===== config.mk =====
export PLATFORM = sky130hd
export DESIGN_NAME = vip_top
export DESIGN_NICKNAME = d
export VERILOG_FILES = /design/src/inc/vip_pkg.sv /design/src/rtl/vip_pick.sv /design/src/rtl/vip_top.sv
export SDC_FILE = /design/constraint.sdc
export NUM_CORES = 1
export LEC_CHECK = 0
export BUFFER_PORTS_ARGS = -buffer_cell sky130_fd_sc_hd__buf_2
export CORE_AREA = 2 2 96 135
export CTS_CLUSTER_SIZE = 20
export DETAILED_ROUTE_END_ITERATION = 8
export DIE_AREA = 0 0 98 137
export PLACE_DENSITY = 0.67
export SKIP_LAST_GASP = 1
export SYNTH_ARGS = -nofsm -noshare
export SYNTH_HDL_FRONTEND = slang
export SYNTH_SLANG_ARGS = --single-unit

===== constraint.sdc =====
create_clock -name clk_sys -period 7.78 [get_ports clk_sys]
set_input_delay 0.389 -clock clk_sys [delete_from_list [all_inputs] [get_ports clk_sys]]
set_output_delay 0.389 -clock clk_sys [all_outputs]
set_load 0.01 [all_outputs]

===== src/inc/vip_pkg.sv =====
// ----------------------------------------------------------------
// vectored interrupt prioritizer constants
// ----------------------------------------------------------------
package vip_pkg;

    // sizes
    localparam int NUM_REQ = 24;
    localparam int LVL_W = 2;
    localparam int NUM_W = 5;
    localparam int ADDR_W = 4;
    localparam int DATA_W = 8;
    localparam int LVL_REGS = 6;
    localparam int EN_REGS = 3;

    // register offsets
    localparam logic [3:0] OFS_LVL0 = 4'h0;
    localparam logic [3:0] OFS_EN0 = 4'h6;
    localparam logic [3:0] OFS_EXT_PEND = 4'h9;
    localparam logic [3:0] OFS_STAT = 4'hA;
    localparam logic [3:0] OFS_EXT_CFG = 4'hB;

    // field positions
    localparam int EXT_CH4_BIT = 0;
    localparam int EXT_CH6_BIT = 1;

    // reset values
    localparam logic [7:0] LVL_RST = 8'hFF;
    localparam logic [7:0] EN_RST = 8'h00;
    localparam logic [7:0] CFG_RST = 8'h00;

    // request numbers of the wired sources
    localparam logic [4:0] SRC_EXT4 = 5'h00;
    localparam logic [4:0] SRC_EXT6 = 5'h02;
    localparam logic [4:0] SRC_TMR0_LO = 5'h05;
    localparam logic [4:0] SRC_TMR0_HI = 5'h06;
    localparam logic [4:0] SRC_ADC = 5'h12;
    localparam logic [4:0] SRC_TBT = 5'h13;
    localparam logic [4:0] SRC_WPRE = 5'h14;
    localparam logic [4:0] SRC_FLASH = 5'h17;

    // vector table: request 0 upper byte, two bytes per request downward
    localparam logic [15:0] VEC_TOP = 16'hFFFA;
    localparam logic [15:0] VEC_LO_OFS = 16'h0001;

    // least pin phase the far side must hold, in machine clocks
    localparam int PULSE_MIN_CLK = 2;

endpackage


===== src/rtl/vip_pick.sv =====
`timescale 1ns/1ps
// ----------------------------------------------------------------
// level-then-number arbiter, purely combinational
// ----------------------------------------------------------------
module vip_pick #(
    parameter int N = 24,
    parameter int NW = 5
) (
    // requests and their levels
    input wire logic [N-1:0] req,
    input wire logic [2*N-1:0] lvl,
    // winner
    output logic found,
    output logic [NW-1:0] num,
    output logic [1:0] level
);

    // scan from the top down so a tie at equal level falls to the lower number
    always_comb
    begin
        found = 1'b0;
        num = '0;
        level = 2'h3;
        for (int i = N - 1; i >= 0; i--)
        begin
            if (req[i] && (!found || lvl[2*i +: 2] <= level))
            begin
                found = 1'b1;
                num = NW'(i);
                level = lvl[2*i +: 2];
            end
        end
    end

endmodule // vip_pick


===== src/rtl/vip_top.sv =====
`timescale 1ns/1ps
module vip_top (
    // clock and reset
    input wire logic clk_sys,
    input wire logic sys_rst,
    // register port
    input wire logic [3:0] reg_addr,
    input wire logic [7:0] reg_wdata,
    input wire logic reg_wr,
    input wire logic reg_rd,
    output logic [7:0] reg_rdata,
    // external interrupt pins
    input wire logic ext_irq_in_ch4,
    input wire logic ext_irq_in_ch6,
    // peripheral request levels
    input wire logic tmr0_lo_req,
    input wire logic tmr0_hi_req,
    input wire logic adc_req,
    input wire logic tbt_req,
    input wire logic wpre_req,
    input wire logic flash_req,
    // core side
    input wire logic irq_ack,
    output logic irq_valid,
    output logic [4:0] irq_num,
    output logic [1:0] irq_level,
    output logic [15:0] vec_hi_addr,
    output logic [15:0] vec_lo_addr
);

    // ----------------------------------------------------------------
    // declarations
    // ----------------------------------------------------------------
    logic [7:0] lvl_reg [0:vip_pkg::LVL_REGS-1];
    logic [7:0] lvl_next [0:vip_pkg::LVL_REGS-1];
    logic [7:0] en_reg [0:vip_pkg::EN_REGS-1];
    logic [7:0] en_next [0:vip_pkg::EN_REGS-1];
    logic [1:0] cfg_reg;
    logic [1:0] cfg_next;
    logic [1:0] pend_reg;
    logic [1:0] pend_next;
    logic [1:0] pin_reg;
    logic [1:0] pin_next;
    logic [7:0] rdata_reg;
    logic [7:0] rdata_next;
    logic valid_reg;
    logic valid_next;
    logic [4:0] num_reg;
    logic [4:0] num_next;
    logic [1:0] level_reg;
    logic [1:0] level_next;
    logic [15:0] vhi_reg;
    logic [15:0] vhi_next;
    logic [15:0] vlo_reg;
    logic [15:0] vlo_next;
    logic [1:0] pin_now;
    logic [1:0] edge_seen;
    logic [vip_pkg::NUM_REQ-1:0] raw_req;
    logic [vip_pkg::NUM_REQ-1:0] en_flat;
    logic [2*vip_pkg::NUM_REQ-1:0] lvl_flat;
    logic pick_found;
    logic [4:0] pick_num;
    logic [1:0] pick_level;
    logic ack_taken;

    // ----------------------------------------------------------------
    // external pin edge detection
    // ----------------------------------------------------------------
    // pins are synchronous; one stored sample is enough because the far side
    // holds each phase for two clocks, so no edge can slip between samples
    assign pin_now = {ext_irq_in_ch6, ext_irq_in_ch4};

    always_comb
    begin
        pin_next = pin_now;
        for (int i = 0; i < 2; i++)
        begin
            // cfg bit set selects the falling edge, clear the rising edge
            if (cfg_reg[i])
                edge_seen[i] = pin_reg[i] && !pin_now[i];
            else
                edge_seen[i] = !pin_reg[i] && pin_now[i];
        end
    end

    always_ff @(posedge clk_sys or posedge sys_rst)
    begin
        if (sys_rst)
            pin_reg <= 2'h0;
        else
            pin_reg <= pin_next;
    end

    // ----------------------------------------------------------------
    // external pending flags
    // ----------------------------------------------------------------
    // the core's acknowledge of the current winner clears its flag
    assign ack_taken = irq_ack && valid_reg;

    // cleared by write-one or by acknowledge; a new edge in the same cycle wins
    always_comb
    begin
        pend_next = pend_reg;
        if (reg_wr && reg_addr == vip_pkg::OFS_EXT_PEND)
            pend_next = pend_next & ~reg_wdata[1:0];
        if (ack_taken && num_reg == vip_pkg::SRC_EXT4)
            pend_next[vip_pkg::EXT_CH4_BIT] = 1'b0;
        if (ack_taken && num_reg == vip_pkg::SRC_EXT6)
            pend_next[vip_pkg::EXT_CH6_BIT] = 1'b0;
        pend_next = pend_next | edge_seen;
    end

    always_ff @(posedge clk_sys or posedge sys_rst)
    begin
        if (sys_rst)
            pend_reg <= 2'h0;
        else
            pend_reg <= pend_next;
    end

    // ----------------------------------------------------------------
    // request routing to fixed numbers
    // ----------------------------------------------------------------
    // numbers with no source stay quiet
    always_comb
    begin
        raw_req = '0;
        raw_req[vip_pkg::SRC_EXT4] = pend_reg[vip_pkg::EXT_CH4_BIT];
        raw_req[vip_pkg::SRC_EXT6] = pend_reg[vip_pkg::EXT_CH6_BIT];
        raw_req[vip_pkg::SRC_TMR0_LO] = tmr0_lo_req;
        raw_req[vip_pkg::SRC_TMR0_HI] = tmr0_hi_req;
        raw_req[vip_pkg::SRC_ADC] = adc_req;
        raw_req[vip_pkg::SRC_TBT] = tbt_req;
        raw_req[vip_pkg::SRC_WPRE] = wpre_req;
        raw_req[vip_pkg::SRC_FLASH] = flash_req;
    end

    // flatten level and enable registers, four levels to a byte
    always_comb
    begin
        for (int i = 0; i < vip_pkg::LVL_REGS; i++)
            lvl_flat[8*i +: 8] = lvl_reg[i];
        for (int i = 0; i < vip_pkg::EN_REGS; i++)
            en_flat[8*i +: 8] = en_reg[i];
    end

    // ----------------------------------------------------------------
    // arbitration
    // ----------------------------------------------------------------
    vip_pick #(
        .N(vip_pkg::NUM_REQ),
        .NW(vip_pkg::NUM_W)
    ) u_pick (
        .req(raw_req & en_flat),
        .lvl(lvl_flat),
        .found(pick_found),
        .num(pick_num),
        .level(pick_level)
    );

    // winner and its vector pair, held in flops for the core
    always_comb
    begin
        valid_next = pick_found;
        num_next = pick_num;
        level_next = pick_level;
        vhi_next = 16'(vip_pkg::VEC_TOP - {10'h000, pick_num, 1'b0});
        vlo_next = 16'(vhi_next + vip_pkg::VEC_LO_OFS);
    end

    always_ff @(posedge clk_sys or posedge sys_rst)
    begin
        if (sys_rst)
        begin
            valid_reg <= 1'b0;
            num_reg <= 5'h00;
            level_reg <= 2'h0;
            vhi_reg <= 16'h0000;
            vlo_reg <= 16'h0000;
        end
        else
        begin
            valid_reg <= valid_next;
            num_reg <= num_next;
            level_reg <= level_next;
            vhi_reg <= vhi_next;
            vlo_reg <= vlo_next;
        end
    end

    // ----------------------------------------------------------------
    // register file
    // ----------------------------------------------------------------
    // level, enable and edge select registers written by software
    always_comb
    begin
        for (int i = 0; i < vip_pkg::LVL_REGS; i++)
        begin
            lvl_next[i] = lvl_reg[i];
            if (reg_wr && reg_addr == 4'(vip_pkg::OFS_LVL0 + 4'(i)))
                lvl_next[i] = reg_wdata;
        end
        for (int i = 0; i < vip_pkg::EN_REGS; i++)
        begin
            en_next[i] = en_reg[i];
            if (reg_wr && reg_addr == 4'(vip_pkg::OFS_EN0 + 4'(i)))
                en_next[i] = reg_wdata;
        end
        cfg_next = cfg_reg;
        if (reg_wr && reg_addr == vip_pkg::OFS_EXT_CFG)
            cfg_next = reg_wdata[1:0];
    end

    always_ff @(posedge clk_sys or posedge sys_rst)
    begin
        if (sys_rst)
        begin
            for (int i = 0; i < vip_pkg::LVL_REGS; i++)
                lvl_reg[i] <= vip_pkg::LVL_RST;
            for (int i = 0; i < vip_pkg::EN_REGS; i++)
                en_reg[i] <= vip_pkg::EN_RST;
            cfg_reg <= vip_pkg::CFG_RST[1:0];
        end
        else
        begin
            for (int i = 0; i < vip_pkg::LVL_REGS; i++)
                lvl_reg[i] <= lvl_next[i];
            for (int i = 0; i < vip_pkg::EN_REGS; i++)
                en_reg[i] <= en_next[i];
            cfg_reg <= cfg_next;
        end
    end

    // read data stands only in the cycle after the strobe, zero otherwise
    always_comb
    begin
        rdata_next = 8'h00;
        if (reg_rd)
        begin
            if (reg_addr < vip_pkg::OFS_EN0)
                rdata_next = lvl_reg[3'(reg_addr)];
            else if (reg_addr < vip_pkg::OFS_EXT_PEND)
                rdata_next = en_reg[2'(reg_addr - vip_pkg::OFS_EN0)];
            else if (reg_addr == vip_pkg::OFS_EXT_PEND)
                rdata_next = {6'h00, pend_reg};
            else if (reg_addr == vip_pkg::OFS_STAT)
                rdata_next = {valid_reg, level_reg, num_reg};
            else if (reg_addr == vip_pkg::OFS_EXT_CFG)
                rdata_next = {6'h00, cfg_reg};
        end
    end

    always_ff @(posedge clk_sys or posedge sys_rst)
    begin
        if (sys_rst)
            rdata_reg <= 8'h00;
        else
            rdata_reg <= rdata_next;
    end

    // ----------------------------------------------------------------
    // outputs
    // ----------------------------------------------------------------
    assign reg_rdata = rdata_reg;
    assign irq_valid = valid_reg;
    assign irq_num = num_reg;
    assign irq_level = level_reg;
    assign vec_hi_addr = vhi_reg;
    assign vec_lo_addr = vlo_reg;

endmodule // vip_top


==> reports/metrics.cfg <==
[floorplanning]
initial_core_util_pct=44.4
core-area_um2=12200
die_h_um=137
chipWidth_um=98
die-area_um2=13400
num_rows=48
io_pins=73

[power_and_ir_drop]
p_comb_share_pct=40.5
p_int_mw=1.37
vdd_drop_max_mv=0.114
p_per_area_nw_per_um2=310
seq_power_share_pct=38.3
leakagePower_nw=2.89
pwr-share-clk_pct=21.2
netSwitchingFraction_pct=32.8
p_sw_mw=0.667

[clock_tree]
htreeDepth=3
clk_path_buf_depth=2
cts.sinks=98
path_clk_slew_ns=0.07
clk_latency_ns=0.34
cts_tree=built
cts_buffers=9
root_buffer=clkbuf_16

[worst_setup_path]
worst-path-stages=44
critPathKind=reg -> reg
cpMostUsedCell=ha_1
cp_slowest_cell=dfstp_2
crit_fanout=4
critPathMaxStageDelay_ns=0.57
r2r_start=lvl_flat[47]
cp_data_arrival_time_ns=8.35
cpLargestDelayFamily=compound AO/OA/AOI/OAI gates
worst_r2r_path_depth=44
crit_path_end_kind=flop
setup.worst_path.start=lvl_flat[47]
crit_required_ns=7.98
cp.buffers_inverters=3
start_kind=flop
reg2reg_slack_ns=-0.36

[sta]
post-route-period-util_pct=105
setup_viol=10
tightest_slew_ns=1.04
fmax_mhz=123
rsz0062_at_grt=yes
post-route-min-period_ns=8.14
setup_tns_ns=-2.06
drv_slew=0
skew_ns=0.00609
relSlewSlack_pct=30.8
final_hold_viol_count=0
setup_slack_ns=-0.362

[outcome]
violations=negative setup slack
run_status=complete, but fails checks

[placed_design]
dpl_worst_slack_ns=-0.460
place.gp.congestion=0.862
io_buffers=70
dp_cells=671
hpwl_um=9840

[logic_synthesis]
synth-xor-area-share_pct=0
avgSynthCellArea_um2=11.6
async_reset_ff_share_pct=100
yosysTopAreaCell=dfstp_2
synth_cell_types=63
yosys-top-cells-area=dfstp_2, dfrtp_1, mux2_2, buf_4, ha_1
synth_simple_gate_area_share_pct=10.3
synth-edff-count=0
ys_ff_latch=98
synth_compound_area_share_pct=11.2
synth_top_family_by_area=multiplexers
synth_mux_area_share_pct=22.1
syn_area_um2=5420
synthFlopType=dfrtp_1
yosys_warnings=0
netlist.area_leader.share_pct=23.3
ys_seq_area_share_pct=46.4
synthAdderAreaFrac_pct=3.46
synthCells=466

[final_layout]
drive_above_1_share_pct=57.2
layout.nets=594
final_cell_mix=mux2_2, buf_2, dfrtp_1, buf_4, dfstp_2
final_cells=709
diodes=0
area_growth_syn_to_layout_pct=21.3
largest_reg_flops=48
final.fill_count=1072
final_common_cell=mux2_2

[global_routing]
antenna_found_initial=0
grt_pass1_vias=3955
grt_max_degree=57
grt_pass1_wl_um=21100
gr-total-overflow=0
grtUsageTotal_pct=20.6

[route]
wl_per_cell_um=19.2
dr.pass1.iters=5
drt_iter0_markers=168
via_per_inst=5.61
ant_nets=0
wirelength_um=13600
drcViolationCount=0
vias=3974

[run]
drv_cap=0

[min_path]
hp-class=in -> async

## power groups by stage
stage / logic [mW] / registers, mW / clock network [mW]
CTS: 0.756 / 0.779 / 0.436
global route: 0.900 / 0.798 / 0.463
floorplan: 0.472 / 0.763 / 0
global placement: 0.670 / 0.779 / 0
detailed placement: 0.688 / 0.787 / 0
finish: 0.825 / 0.780 / 0.431
## routing by layer
layer / routed length, um / track usage [%] / up-vias
met5: 0 / 0 / -
met4: 443 / 9.41 / 0
met3: 708 / 3.52 / 31
met2: 7200 / 37.6 / 150
met1: 5290 / 23.3 / 1968
li1: - / - / 1825
## cell type report
| type | count | area (um2) | area share, % |
|---|---|---|---|
| sequential | 98 | 2510 | 38.2 |
| clock inverter | 3 | 21.3 | 0.324 |
| multi-input combinational | 308 | 2770 | 42.2 |
| inverter | 15 | 58.8 | 0.895 |
| tap | 150 | 188 | 2.86 |
| timing repair buffer | 122 | 748 | 11.4 |
| clock buffer | 13 | 272 | 4.13 |
## Yosys cell counts, drive strengths merged (3+ instances only)
| master | instances |
|---|---|
| a21boi | 3 |
| a21oi | 13 |
| a221o | 8 |
| a22oi | 5 |
| a31oi | 3 |
| and2 | 6 |
| and3 | 9 |
| buf | 39 |
| clkbuf | 7 |
| dfrtp | 50 |
| dfstp | 48 |
| ha | 15 |
| inv | 15 |
| mux2 | 75 |
| mux2i | 17 |
| mux4 | 8 |
| nand2 | 41 |
| nand2b | 3 |
| nand3 | 3 |
| nor2 | 16 |
| nor2b | 12 |
| nor3 | 3 |
| nor3b | 3 |
| o211ai | 8 |
| o21a | 4 |
| o21ai | 18 |
| o21bai | 3 |
| o31ai | 3 |
| or2 | 4 |
## logic make-up (layout without fill, tap and decap cells)
| kind of cell | after synthesis | in the layout |
|---|---|---|
| buffers and inverters | 61 | 153 |
| and+or+nand+nor | 109 | 109 |
| AOI/OAI and AO/OA | 81 | 81 |
| DFF | 98 | 98 |
| adders and majority gates | 15 | 15 |
| muxes | 100 | 100 |
| other | 2 | 3 |
## through the flow
stage / utilization, % / instance area [um2] / power (mW) / hold slack, ns
final: 53.9 / 6570 / 2.04 / 0.0845
after floorplan: - / 5500 / 1.24 / 0.420
after global placement: 48.9 / 5960 / 1.45 / 0.460
after CTS: 52.5 / 6390 / 1.97 / 0.104
after global routing: 53.9 / 6570 / 2.16 / 0.134
after detailed placement: 48.9 / 5960 / 1.48 / 0.467
## path summary, 6_finish.rpt
kind                                  end
setup / recovery           vec_lo_addr[5]
setup reg to reg           vec_lo_addr[5]
max in group asynchronous      en_flat[6]
hold reg to reg                en_flat[9]
hold / removal                en_flat[10]
min in group clk_sys           pin_reg[0]
## worst register-to-register path, delay by kind of cell, from the launching register on
kind	cells	cell delay [ns]
and+or+nand+nor	15	2.38
muxes	1	0.12
buffers and inverters	3	0.38
AOI/OAI and AO/OA	18	2.61
adders and majority gates	7	1.98
DFF	1	0.57
## repair_timing
action / CTS / global route
setup endpoints to repair: 10 / 10
pin swaps: 17 / 32
gates resized for setup: 15 / 19
gates cloned: 0 / 0
buffers inserted: 12 / 12
hold buffers: 0 / 0
Note: power is estimated with default switching activity, not from simulation.
